## config.mk

```make
export PLATFORM = sky130hd
export DESIGN_NAME = pmsmp_host
export DESIGN_NICKNAME = d
export VERILOG_FILES = /design/src/pmsmp_pkg.sv /design/src/pmsmp_mdc_gen.sv /design/src/pmsmp_host.sv
export SDC_FILE = /design/constraint.sdc
export NUM_CORES = 1
export LEC_CHECK = 0
export BUFFER_PORTS_ARGS = -buffer_cell sky130_fd_sc_hd__buf_2
export CAP_MARGIN = 40
export CORE_ASPECT_RATIO = 1.4
export CORE_MARGIN = 2
export CORE_UTILIZATION = 50
export CTS_CLUSTER_SIZE = 10
export DETAILED_ROUTE_END_ITERATION = 8
export GPL_ROUTABILITY_DRIVEN = 0
export HOLD_SLACK_MARGIN = 0.08
export MAX_ROUTING_LAYER = met4
export PLACE_DENSITY_LB_ADDON = 0.12
export SKIP_LAST_GASP = 1
export SYNTH_ARGS = -nofsm -noshare
export SYNTH_HDL_FRONTEND = slang
export SYNTH_SLANG_ARGS = --single-unit
```

## constraint.sdc

```tcl
create_clock -name clock -period 4.4 [get_ports clock]
set_clock_uncertainty 0.1 [all_clocks]
set_input_delay 0.88 -clock clock [delete_from_list [all_inputs] [get_ports clock]]
set_output_delay 0.88 -clock clock [all_outputs]
set_load 0.01 [all_outputs]
```

## src/pmsmp_pkg.sv

```systemverilog
/*
 Shared constants for the station-management host: register map, field
 positions, frame layout, link modes and timing.
 Assumes a single 10 MHz system clock.
*/
package pmsmp_pkg;
	localparam int CLK_HZ      = 10_000_000;
	localparam int MDC_MAX_HZ  = 25_000_000;
	localparam int MDC_HZ      = 1_000_000;
	localparam int MDC_HALF_CYC = (CLK_HZ / (2 * MDC_HZ)) > 0 ?
		(CLK_HZ / (2 * MDC_HZ)) : 1;
	localparam logic [3:0] MDC_HALF_M1 = 4'(MDC_HALF_CYC - 1);

	localparam logic [5:0] PRE_LAST   = 6'h1f;
	localparam logic [5:0] FRAME_LAST = 6'h1f;
	localparam logic [5:0] TA_FIRST   = 6'h0e;
	localparam logic [5:0] TA_SECOND  = 6'h0f;
	localparam logic [5:0] DATA_FIRST = 6'h10;
	localparam logic [1:0] FR_START   = 2'h1;
	localparam logic [1:0] OP_READ    = 2'h2;
	localparam logic [1:0] OP_WRITE   = 2'h1;
	localparam logic [1:0] TA_WRITE   = 2'h2;

	localparam logic [4:0] BASIC_MODE_STATUS_ADDR = 5'h01;
	localparam int         PRE_SUPP_BIT = 6;

	localparam logic [7:0] OFF_CTRL  = 8'h00;
	localparam logic [7:0] OFF_ADDR  = 8'h04;
	localparam logic [7:0] OFF_WDATA = 8'h08;
	localparam logic [7:0] OFF_STAT  = 8'h0c;
	localparam logic [7:0] OFF_RDATA = 8'h10;

	localparam int CTRL_GO = 0;
	localparam int CTRL_RD = 1;
	localparam int CTRL_NOPRE = 2;
	localparam int CTRL_PRST = 3;
	localparam int CTRL_MODE = 4;
	localparam int ADDR_PHY = 8;
	localparam int ST_BUSY = 0;
	localparam int ST_DONE = 1;
	localparam int ST_NORESP = 2;
	localparam int ST_CRS = 3;
	localparam int ST_COL = 4;
	localparam int ST_SYNC = 5;
	localparam int ST_SUPP = 6;

	localparam logic [1:0] MODE_MII  = 2'h0;
	localparam logic [1:0] MODE_RMII = 2'h1;
	localparam logic [1:0] MODE_SERIAL = 2'h2;
	localparam logic [1:0] RESP_OKAY   = 2'h0;
	localparam logic [1:0] RESP_SLVERR = 2'h2;
	localparam logic [2:0] SYNC_RST = 3'h1;

	typedef enum logic [2:0] {
		PMSMP_IDLE  = 3'b000,
		PMSMP_ARM   = 3'b001,
		PMSMP_PRE   = 3'b010,
		PMSMP_FRAME = 3'b011,
		PMSMP_GAP   = 3'b100
	} pmsmp_state_e;
endpackage

```

## src/pmsmp_mdc_gen.sv

```systemverilog
/*
 Management clock divider: free-running clock plus one-cycle pulses
 marking its rising and falling edges.
 Assumes the shared package and a synchronous active-low reset.
*/
`timescale 1ns/1ns
module pmsmp_mdc_gen
	import pmsmp_pkg::*;
(
	input  wire logic clock,
	input  wire logic rst_n,
	output logic      mdc,
	output logic      mdc_rise,
	output logic      mdc_fall
);
	logic [3:0] cnt_r;

	always_ff @(posedge clock) begin
		if (!rst_n) begin
			cnt_r    <= 4'h0;
			mdc      <= 1'b0;
			mdc_rise <= 1'b0;
			mdc_fall <= 1'b0;
		end else if (cnt_r == MDC_HALF_M1) begin
			cnt_r    <= 4'h0;
			mdc      <= ~mdc;
			mdc_rise <= ~mdc;
			mdc_fall <= mdc;
		end else begin
			cnt_r    <= cnt_r + 4'h1;
			mdc_rise <= 1'b0;
			mdc_fall <= 1'b0;
		end
	end
endmodule

```

## src/pmsmp_host.sv

```systemverilog
/*
 Station-management host for a 10/100 PHY: AXI4-Lite register slave,
 management frame engine on MDC/MDIO, PHY reset and mode strap driver,
 carrier and collision monitor.
 Assumes an external pull-up on MDIO and one 10 MHz clock.
*/
// Summary of operation
// - Reduced mode moves two bits per 50 MHz reference clock.
// - Reduced mode at 10 Mb/s samples once per ten reference clocks.
// - Serial mode moves one bit per 10 MHz clock.
// - Host keeps MDC at or below 25 MHz.
// - Host sends 32 ones before the first frame.
// - After errors or reset the host sends a fresh preamble.
// - Every frame starts with zero then one.
// - On reads the host releases MDIO over turnaround and data.
// - On writes the host drives turnaround one, zero, then data.
// - At least one idle bit separates consecutive frames.
`timescale 1ns/1ns
module pmsmp_host
	import pmsmp_pkg::*;
(
	input  wire logic        clock,
	input  wire logic        rst_n,
	input  wire logic [7:0]  s_axi_awaddr,
	input  wire logic        s_axi_awvalid,
	output logic             s_axi_awready,
	input  wire logic [31:0] s_axi_wdata,
	input  wire logic [3:0]  s_axi_wstrb,
	input  wire logic        s_axi_wvalid,
	output logic             s_axi_wready,
	output logic [1:0]       s_axi_bresp,
	output logic             s_axi_bvalid,
	input  wire logic        s_axi_bready,
	input  wire logic [7:0]  s_axi_araddr,
	input  wire logic        s_axi_arvalid,
	output logic             s_axi_arready,
	output logic [31:0]      s_axi_rdata,
	output logic [1:0]       s_axi_rresp,
	output logic             s_axi_rvalid,
	input  wire logic        s_axi_rready,
	output wire logic        mdc,
	input  wire logic        mdio_i,
	output logic             mdio_o,
	output logic             mdio_oe,
	output logic             phy_rst_n,
	output logic [1:0]       strap_mode,
	input  wire logic        crs_i,
	input  wire logic        col_i
);
	pmsmp_state_e state_r;
	logic         mdc_rise;
	logic         mdc_fall;
	logic [2:0]   sync1_r;
	logic [2:0]   sync2_r;
	logic         mdio_s;
	logic [7:0]   aw_addr_r;
	logic [31:0]  w_data_r;
	logic [3:0]   w_strb_r;
	logic         aw_got_r;
	logic         w_got_r;
	logic         wr_fire;
	logic [7:0]   wr_addr;
	logic [7:0]   stat_clr;
	logic         go_p;
	logic         done_p;
	logic         ctrl_rd_r;
	logic         ctrl_nopre_r;
	logic         ctrl_prst_r;
	logic [1:0]   ctrl_mode_r;
	logic [4:0]   reg_addr_r;
	logic [4:0]   phy_addr_r;
	logic [15:0]  wdata_r;
	logic [15:0]  rdata_r;
	logic [15:0]  rd_sr_r;
	logic [31:0]  frame_sr_r;
	logic [5:0]   idx_r;
	logic [5:0]   idx_nxt;
	logic         op_rd_r;
	logic [4:0]   op_reg_r;
	logic         need_pre_r;
	logic         frame_err_r;
	logic         done_r;
	logic         noresp_r;
	logic         crs_seen_r;
	logic         col_seen_r;
	logic         synced_r;
	logic         supp_ok_r;
	logic [31:0]  rd_mux;
	logic         rd_hit;

	pmsmp_mdc_gen u_mdc (
		.clock    (clock),
		.rst_n    (rst_n),
		.mdc      (mdc),
		.mdc_rise (mdc_rise),
		.mdc_fall (mdc_fall)
	);

	// Pins are asynchronous to the system clock
	always_ff @(posedge clock) begin
		if (!rst_n) begin
			sync1_r <= SYNC_RST;
			sync2_r <= SYNC_RST;
		end else begin
			sync1_r <= {col_i, crs_i, mdio_i};
			sync2_r <= sync1_r;
		end
	end
	assign mdio_s = sync2_r[0];

	// AXI write channels, taken in either order
	assign wr_fire = aw_got_r && w_got_r && !s_axi_bvalid;
	assign wr_addr = aw_addr_r;
	assign go_p = wr_fire && wr_addr == OFF_CTRL && w_strb_r[0] &&
		w_data_r[CTRL_GO] && state_r == PMSMP_IDLE;
	assign stat_clr = (wr_fire && wr_addr == OFF_STAT && w_strb_r[0]) ?
		w_data_r[7:0] : 8'h00;

	always_ff @(posedge clock) begin
		if (!rst_n) begin
			aw_got_r      <= 1'b0;
			w_got_r       <= 1'b0;
			aw_addr_r     <= 8'h00;
			w_data_r      <= 32'h0;
			w_strb_r      <= 4'h0;
			s_axi_awready <= 1'b0;
			s_axi_wready  <= 1'b0;
			s_axi_bvalid  <= 1'b0;
			s_axi_bresp   <= RESP_OKAY;
		end else begin
			s_axi_awready <= !aw_got_r && !s_axi_bvalid &&
				!(s_axi_awvalid && s_axi_awready);
			s_axi_wready  <= !w_got_r && !s_axi_bvalid &&
				!(s_axi_wvalid && s_axi_wready);
			if (s_axi_awvalid && s_axi_awready) begin
				aw_got_r  <= 1'b1;
				aw_addr_r <= s_axi_awaddr;
			end
			if (s_axi_wvalid && s_axi_wready) begin
				w_got_r  <= 1'b1;
				w_data_r <= s_axi_wdata;
				w_strb_r <= s_axi_wstrb;
			end
			if (wr_fire) begin
				aw_got_r     <= 1'b0;
				w_got_r      <= 1'b0;
				s_axi_bvalid <= 1'b1;
				if (wr_addr == OFF_CTRL || wr_addr == OFF_ADDR ||
					wr_addr == OFF_WDATA || wr_addr == OFF_STAT ||
					wr_addr == OFF_RDATA) begin
					s_axi_bresp <= RESP_OKAY;
				end else begin
					s_axi_bresp <= RESP_SLVERR;
				end
			end else if (s_axi_bvalid && s_axi_bready) begin
				s_axi_bvalid <= 1'b0;
			end
		end
	end

	// Software-written registers
	always_ff @(posedge clock) begin
		if (!rst_n) begin
			ctrl_rd_r    <= 1'b0;
			ctrl_nopre_r <= 1'b0;
			ctrl_prst_r  <= 1'b1;
			ctrl_mode_r  <= MODE_MII;
			reg_addr_r   <= 5'h00;
			phy_addr_r   <= 5'h00;
			wdata_r      <= 16'h0;
		end else if (wr_fire) begin
			if (wr_addr == OFF_CTRL && w_strb_r[0]) begin
				ctrl_rd_r    <= w_data_r[CTRL_RD];
				ctrl_nopre_r <= w_data_r[CTRL_NOPRE];
				ctrl_prst_r  <= w_data_r[CTRL_PRST];
				ctrl_mode_r  <= w_data_r[CTRL_MODE +: 2];
			end else if (wr_addr == OFF_ADDR) begin
				if (w_strb_r[0]) reg_addr_r <= w_data_r[4:0];
				if (w_strb_r[1]) phy_addr_r <= w_data_r[ADDR_PHY +: 5];
			end else if (wr_addr == OFF_WDATA) begin
				if (w_strb_r[0]) wdata_r[7:0]  <= w_data_r[7:0];
				if (w_strb_r[1]) wdata_r[15:8] <= w_data_r[15:8];
			end
		end
	end

	// Strap follows software only while the PHY is held in reset,
	// so mode changes reach the PHY solely at its reset release
	always_ff @(posedge clock) begin
		if (!rst_n) begin
			phy_rst_n  <= 1'b0;
			strap_mode <= MODE_MII;
		end else begin
			phy_rst_n <= !ctrl_prst_r;
			if (ctrl_prst_r) strap_mode <= ctrl_mode_r;
		end
	end

	// AXI read channel
	always_comb begin
		rd_mux = 32'h0;
		rd_hit = 1'b1;
		if (s_axi_araddr == OFF_CTRL) begin
			rd_mux[CTRL_RD]       = ctrl_rd_r;
			rd_mux[CTRL_NOPRE]    = ctrl_nopre_r;
			rd_mux[CTRL_PRST]     = ctrl_prst_r;
			rd_mux[CTRL_MODE +: 2] = ctrl_mode_r;
		end else if (s_axi_araddr == OFF_ADDR) begin
			rd_mux[4:0]           = reg_addr_r;
			rd_mux[ADDR_PHY +: 5] = phy_addr_r;
		end else if (s_axi_araddr == OFF_WDATA) begin
			rd_mux[15:0] = wdata_r;
		end else if (s_axi_araddr == OFF_STAT) begin
			rd_mux[ST_BUSY]   = state_r != PMSMP_IDLE;
			rd_mux[ST_DONE]   = done_r;
			rd_mux[ST_NORESP] = noresp_r;
			rd_mux[ST_CRS]    = crs_seen_r;
			rd_mux[ST_COL]    = col_seen_r;
			rd_mux[ST_SYNC]   = synced_r;
			rd_mux[ST_SUPP]   = supp_ok_r;
		end else if (s_axi_araddr == OFF_RDATA) begin
			rd_mux[15:0] = rdata_r;
		end else begin
			rd_hit = 1'b0;
		end
	end

	always_ff @(posedge clock) begin
		if (!rst_n) begin
			s_axi_arready <= 1'b0;
			s_axi_rvalid  <= 1'b0;
			s_axi_rdata   <= 32'h0;
			s_axi_rresp   <= RESP_OKAY;
		end else if (s_axi_arvalid && s_axi_arready) begin
			s_axi_arready <= 1'b0;
			s_axi_rvalid  <= 1'b1;
			s_axi_rdata   <= rd_mux;
			s_axi_rresp   <= rd_hit ? RESP_OKAY : RESP_SLVERR;
		end else if (s_axi_rvalid && s_axi_rready) begin
			s_axi_rvalid <= 1'b0;
		end else begin
			s_axi_arready <= !s_axi_rvalid;
		end
	end

	// Frame engine; MDIO changes after MDC falls, PHY samples on rise
	assign idx_nxt = idx_r + 6'h01;
	assign done_p  = state_r == PMSMP_GAP && mdc_fall;

	always_ff @(posedge clock) begin
		if (!rst_n) begin
			state_r    <= PMSMP_IDLE;
			idx_r      <= 6'h00;
			frame_sr_r <= 32'h0;
			op_rd_r    <= 1'b0;
			op_reg_r   <= 5'h00;
			need_pre_r <= 1'b1;
			mdio_o     <= 1'b0;
			mdio_oe    <= 1'b0;
		end else begin
			case (state_r)
			PMSMP_IDLE: begin
				if (go_p) begin
					state_r    <= PMSMP_ARM;
					// Go comes with its options in one write: use that word
					frame_sr_r <= {FR_START,
						w_data_r[CTRL_RD] ? OP_READ : OP_WRITE,
						phy_addr_r, reg_addr_r, TA_WRITE, wdata_r};
					op_rd_r    <= w_data_r[CTRL_RD];
					op_reg_r   <= reg_addr_r;
					need_pre_r <= !(w_data_r[CTRL_NOPRE] && synced_r &&
						supp_ok_r);
				end
			end
			PMSMP_ARM: begin
				if (mdc_fall) begin
					idx_r   <= 6'h00;
					mdio_oe <= 1'b1;
					if (need_pre_r) begin
						state_r <= PMSMP_PRE;
						mdio_o  <= 1'b1;
					end else begin
						state_r <= PMSMP_FRAME;
						mdio_o  <= frame_sr_r[31];
					end
				end
			end
			PMSMP_PRE: begin
				if (mdc_fall) begin
					if (idx_r == PRE_LAST) begin
						state_r <= PMSMP_FRAME;
						idx_r   <= 6'h00;
						mdio_o  <= frame_sr_r[31];
					end else begin
						idx_r <= idx_nxt;
					end
				end
			end
			PMSMP_FRAME: begin
				if (mdc_fall) begin
					if (idx_r == FRAME_LAST) begin
						state_r <= PMSMP_GAP;
						mdio_oe <= 1'b0;
					end else begin
						idx_r      <= idx_nxt;
						frame_sr_r <= {frame_sr_r[30:0], 1'b0};
						mdio_o     <= frame_sr_r[30];
						mdio_oe    <= !(op_rd_r && idx_nxt >= TA_FIRST);
					end
				end
			end
			PMSMP_GAP: begin
				if (mdc_fall) state_r <= PMSMP_IDLE;
			end
			default: state_r <= PMSMP_IDLE;
			endcase
		end
	end

	// Read sampling just before each rising MDC edge
	always_ff @(posedge clock) begin
		if (!rst_n) begin
			rd_sr_r     <= 16'h0;
			frame_err_r <= 1'b0;
		end else if (go_p) begin
			frame_err_r <= 1'b0;
		end else if (state_r == PMSMP_FRAME && mdc_rise && op_rd_r) begin
			if (idx_r == TA_SECOND && mdio_s) frame_err_r <= 1'b1;
			if (idx_r >= DATA_FIRST) rd_sr_r <= {rd_sr_r[14:0], mdio_s};
		end
	end

	// Status flags; a set in the clearing cycle wins
	always_ff @(posedge clock) begin
		if (!rst_n) begin
			rdata_r    <= 16'h0;
			done_r     <= 1'b0;
			noresp_r   <= 1'b0;
			crs_seen_r <= 1'b0;
			col_seen_r <= 1'b0;
		end else begin
			if (done_p && op_rd_r && !frame_err_r) rdata_r <= rd_sr_r;
			done_r     <= (done_r && !stat_clr[ST_DONE]) || done_p;
			noresp_r   <= (noresp_r && !stat_clr[ST_NORESP]) ||
				(done_p && frame_err_r);
			crs_seen_r <= (crs_seen_r && !stat_clr[ST_CRS]) || sync2_r[1];
			col_seen_r <= (col_seen_r && !stat_clr[ST_COL]) || sync2_r[2];
		end
	end

	// Sync is lost on PHY reset or a frame nobody answered
	always_ff @(posedge clock) begin
		if (!rst_n) begin
			synced_r  <= 1'b0;
			supp_ok_r <= 1'b0;
		end else if (ctrl_prst_r) begin
			synced_r  <= 1'b0;
			supp_ok_r <= 1'b0;
		end else if (done_p) begin
			synced_r <= !frame_err_r;
			if (frame_err_r) begin
				supp_ok_r <= 1'b0;
			end else if (op_rd_r && op_reg_r == BASIC_MODE_STATUS_ADDR) begin
				supp_ok_r <= rd_sr_r[PRE_SUPP_BIT];
			end
		end
	end
endmodule

```

After elaboration in Yosys (flattened, before gate mapping)
Cells that the tools add are included.
- bits in registers: 189
- logic and storage cells: 220
- output and inout port bits: 47
- add/subtract/negate cells: 2
- order comparisons: 2
- mux-type cells: 56
- equal/unequal tests: 24
- reductions and logical operators: 85
- bitwise logic cells: 5
- operators with widths (operator ; count):
    two-way mux 32 bit ; 3
    case mux 32 bit (2 select lines) ; 1
    logical AND 1 bit ; 33
    equality test 8 x 4 -> 1 bit (second input constant) ; 4
    two-way mux 16 bit ; 2
    two-way mux 6 bit ; 5
    two-way mux 3 bit ; 9
    two-way mux 1 bit ; 22
    two-way mux 5 bit ; 4
    case mux 6 bit (3 select lines) ; 1
    equality test 8 x 3 -> 1 bit (second input constant) ; 2
    equality test 8 x 5 -> 1 bit (second input constant) ; 2
    logical NOT 8 bit ; 2
    case mux 3 bit (5 select lines) ; 1
    AND reduction 5 bit ; 3
    logical NOT 1 bit ; 14
    AND reduction 4 bit ; 3
    two-way mux 10 bit ; 1
    AND reduction 2 bit ; 5
    nonzero test 2 bit ; 5
    OR reduction 2 bit ; 5
    two-way mux 9 bit ; 1
    logical OR 1 bit ; 8
    != test 2 x 1 -> 1 bit (second input constant) ; 4
    22 further kinds ; 34

Logic depth before layout (Yosys ltp)
- depth in word-level cells: 8
- depth in mapped cells: 7
- depth with buffers taken out: 6

Cells and area by module
A second synthesis with hierarchy kept.
- cells, all modules: 981
- area total of the unflattened synthesis: 8319.2 um^2
- by module, submodules not included (module ; area an instance (um^2) ; times used ; seq. area each (um^2) ; cells an instance):
    pmsmp_host ; 8040.2 ; 1 ; 3603.5 ; 952
    pmsmp_mdc_gen ; 279.0 ; 1 ; 140.1 ; 29

Worst setup path after synthesis
OpenSTA, ideal clock, no wires.
- path type: input-to-reg
- from: in s_axi_araddr[0]
- to: reg s_axi_rdata[13]
- stages: 4
- path slack: 1939 ps
- buffers on the path: 0
- required time: 4240 ps
- arrival time: 2301 ps
- setup time: 60 ps
- cell sequence: or4_1 -> or2_2 -> nor4_2 -> a22o_1
- longest elaborated chain between the ends: 6
- elaborated cells on any way between the ends: 10
- RTL lines (item ; RTL line ; text):
    start, declared ; pmsmp_host.sv:34 ; input wire logic [7:0] s_axi_araddr,
    equality test 8 x 5 -> 1 bit ; pmsmp_host.sv:221 ; end else if (s_axi_araddr == OFF_RDATA) begin
    two-way mux 16 bit ; pmsmp_host.sv:221 ;
    two-way mux 9 bit ; pmsmp_host.sv:213 ; end else if (s_axi_araddr == OFF_STAT) begin
    two-way mux 16 bit ; pmsmp_host.sv:211 ; end else if (s_axi_araddr == OFF_WDATA) begin
    two-way mux 3 bit ; pmsmp_host.sv:208 ; end else if (s_axi_araddr == OFF_ADDR) begin
    two-way mux 10 bit (*) ; pmsmp_host.sv:203 ; if (s_axi_araddr == OFF_CTRL) begin
    end signal, assigned ; pmsmp_host.sv:237 ; s_axi_rdata <= rd_mux;
    end, declared ; pmsmp_host.sv:37 ; output logic [31:0] s_axi_rdata,
Every way passes the cells marked *; elsewhere a longest branch is shown, timed or not.
A chain may end at the register's enable or synchronous reset.

Final worst setup path
- from: reg idx_r[0]
- to: reg frame_sr_r[11]
- longest elaborated chain between the ends: 3
- RTL lines (item ; RTL line ; text):
    start, declared ; pmsmp_host.sv:76 ; logic [5:0] idx_r;
    start signal, assigned ; pmsmp_host.sv:295 ; idx_r <= idx_nxt;
    start signal, assigned ; pmsmp_host.sv:305 ; idx_r <= idx_nxt;
    equality test 6 x 5 -> 1 bit ; pmsmp_host.sv:301 ; if (idx_r == FRAME_LAST) begin
    != test 2 bit (no source line) ; -- ;
    AND reduction 4 bit (no source line) ; -- ;
    end signal, assigned ; pmsmp_host.sv:266 ; frame_sr_r <= {FR_START,
    end signal, assigned ; pmsmp_host.sv:306 ; frame_sr_r <= {frame_sr_r[30:0], 1'b0};
    end, declared ; pmsmp_host.sv:75 ; logic [31:0] frame_sr_r;
No other way between the ends.

==> flow_summary.json <==
{
  "crit_required_ps": 4650,
  "initial_utilization_pct": 50.99,
  "htreeDepth": 4,
  "clk_pin_slew_worst_paths_ps": 70,
  "clockBufferDepth": 2,
  "wl_per_cell_um": 16.17,
  "synth_top_area_cell": "dfxtp_1",
  "p_int_uw": 2635,
  "ctsResizeCount": 0,
  "netlist.area_leader.share_pct": 45.60,
  "drtAntennaViolNets": 0,
  "crit_arrival_ps": 2930,
  "fp.dieW_um": 112.3,
  "io_buffers": 72,
  "ys_types": 64,
  "drt_iter0_drc": 286,
  "synthTopCellsByArea": "dfxtp_1, mux2i_1, nand2_1",
  "hpwlAfterDp_um": 13230,
  "cts-buffers-inserted": 17,
  "yosysSeqAreaShare_pct": 45.60,
  "antenna_found_initial": 0,
  "tritoncts": "yes",
  "hold_violations": 0,
  "synth_warnings": 0,
  "dpl_cell_area_mm2": 0.008536,
  "dp.cells": 1138,
  "slowest_stage": "a2bb2oi_4",
  "coreArea_mm2": 0.01610,
  "regArea_mm2": 0.003744,
  "netlist_area_mm2": 0.008210,
  "outcome": "complete, no violations",
  "grt_pass1_wl_um": 31580,
  "num_rows": 55,
  "hold_path.class": "reg -> reg",
  "syn_inst": 923,
  "tightest_slew_ps": 837.6,
  "cts-hold-fix-buffers": 0,
  "num-fill-cells": 1543,
  "fin_util_pct": 56.77,
  "combPwrFrac_pct": 4.6,
  "period_needed_ps": 2674,
  "fp.dieH_um": 155.6,
  "first_global_vias": 6227,
  "finalCritPeriodShare_pct": 60.78,
  "cpPeakStageDelay_ps": 620,
  "instances_no_fill": 1170,
  "vias": 6365,
  "ys_ff_latch": 187,
  "ys_async_sr_fraction_pct": 0,
  "power_frac_clock_pct": 45.4,
  "diodes": 0,
  "die_area_mm2": 0.01748,
  "synth_edf_count": 0,
  "wl_um": 18920,
  "rsz0062_at_grt": "no",
  "powerDensity_mw_per_mm2": 380.2,
  "synth.most_common_cell": "dfxtp_1",
  "drive_gt1_share_pct": 15.45,
  "grt_use_total_pct": 23.22,
  "cts-root-buf": "clkbuf_16",
  "worstSetupPathType": "reg -> reg",
  "leakagePower_uw": 0.003855,
  "area_growth_syn_to_layout_pct": 11.34,
  "synth.top_cells.by_count": "dfxtp_1, nand2_1, mux2i_1, nor2_1, a21oi_1",
  "cp_cell_sequence": "ha_1 > nand2_1 > nor2_1 > a2bb2oi_4 > buf_4 > mux2i_1",
  "clk_latency_ps": 440,
  "switching_share_pct": 24.18,
  "avgSynthCellArea_um2": 8.895,
  "grt_max_degree": 74,
  "cpLargestDelayFamily": "compound AO/OA/AOI/OAI gates",
  "power_uw": 3476,
  "power_switching_uw": 840.5,
  "overflow": 0,
  "stdcell_area_mm2": 0.009141,
  "dr.pass1.iters": 4,
  "via_per_inst": 5.440,
  "fin_tns_setup_ps": 0,
  "maxCapViolCount": 0,
  "setup_viol": 0,
  "p_seq_share_pct": 50.0,
  "cts.sink_count": 187,
  "worst-path-max-fanout": 17,
  "endpoint_kind": "flop",
  "nets": 1024,
  "drc": 0,
  "post_cts_buffers": 0,
  "slew-limit-headroom_pct": 44.04,
  "ir_worst_vdd_mv": 0.2284,
  "cp-start-kind": "flop",
  "multi_input_area_mm2": 0.004068,
  "maxSlewViolCount": 0,
  "synth_ff_type": "dfxtp_1",
  "fmax_ghz": 0.3739,
  "cp.buffers_inverters": 1,
  "io_pins": 109
}
power groups by stage:
stage | logic, µW | registers, µW | clock network [µW]
floorplan | 122 | 1770 | 0
global placement | 160 | 1780 | 0
detailed placement | 161 | 1780 | 0
CTS | 161 | 1740 | 1610
global route | 181 | 1740 | 1680
finish | 160 | 1740 | 1580
final cells by class:
class                      count  area share [%]
inverter                      14          0.5749
timing repair buffer          79           4.626
tap                          199           2.724
clock buffer                  18           4.695
sequential                   187           40.95
multi-input combinational    659           44.50
clock inverter                14           1.930
sequential cells by signal, indices dropped and copies added (netlist names), 6 cells and up:
| name | flops |
|---|---|
| frame_sr_r | 32 |
| rd_sr_r | 16 |
| rdata_r | 16 |
| s_axi_rdata | 16 |
| w_data_r | 16 |
| wdata_r | 16 |
| aw_addr_r | 8 |
| idx_r | 6 |
per-stage QoR:
stage,setup WS (ps),hold WS [ps]
after global placement,1526,308.3
after floorplan,1939,286.3
final,1726,314.2
after CTS,1704,320.2
after detailed placement,1528,308.2
after global routing,1525,339.8
cell families after synthesis:
group / after synthesis / share of synthesized area [%]
and+or+nand+nor: 354 / 20.10
DFF: 187 / 45.60
AOI/OAI and AO/OA: 151 / 11.40
muxes: 131 / 16.37
buffers and inverters: 94 / 5.776
adders and majority gates: 4 / 0.6096
other: 1 / 0.04567
xor gates and xnor gates: 1 / 0.1067
worst paths after layout:
path / cells past startpoint / start / end / slack (ps)
worst max-delay path: 6 / idx_r[0] / frame_sr_r[11] / 1730
worst min-delay path: 1 / sync1_r[0] / sync2_r[0] / 310
worst max register to register: 6 / idx_r[0] / frame_sr_r[11] / 1730
worst min register to register: 1 / sync1_r[0] / sync2_r[0] / 310
metal layers:
layer	up-vias	routed length [µm]	track usage, %
met5	-	0	-
met4	0	186	6.911
met3	16	685	4.002
met2	124	9504	39.01
met1	3002	8539	28.73
li1	3223	-	-
layout by cell type (no fill, tap or decap), types with 7 or more instances in the layout:
cell and instances:
mux2i_1 105, mux2_2 26, nor3_1 9, a22o_1 14, nor2_1 67, nand2b_1 11, and3_1 7, a21oi_1 57
dfxtp_1 187, buf_2 71, nand3b_1 7, inv_1 13, buf_4 7, nand2_1 186, conb_1 18, clkbuf_16 17
and2_1 10, o21ai_0 39, nand3_1 19
Power figures use the tool's default switching activity.
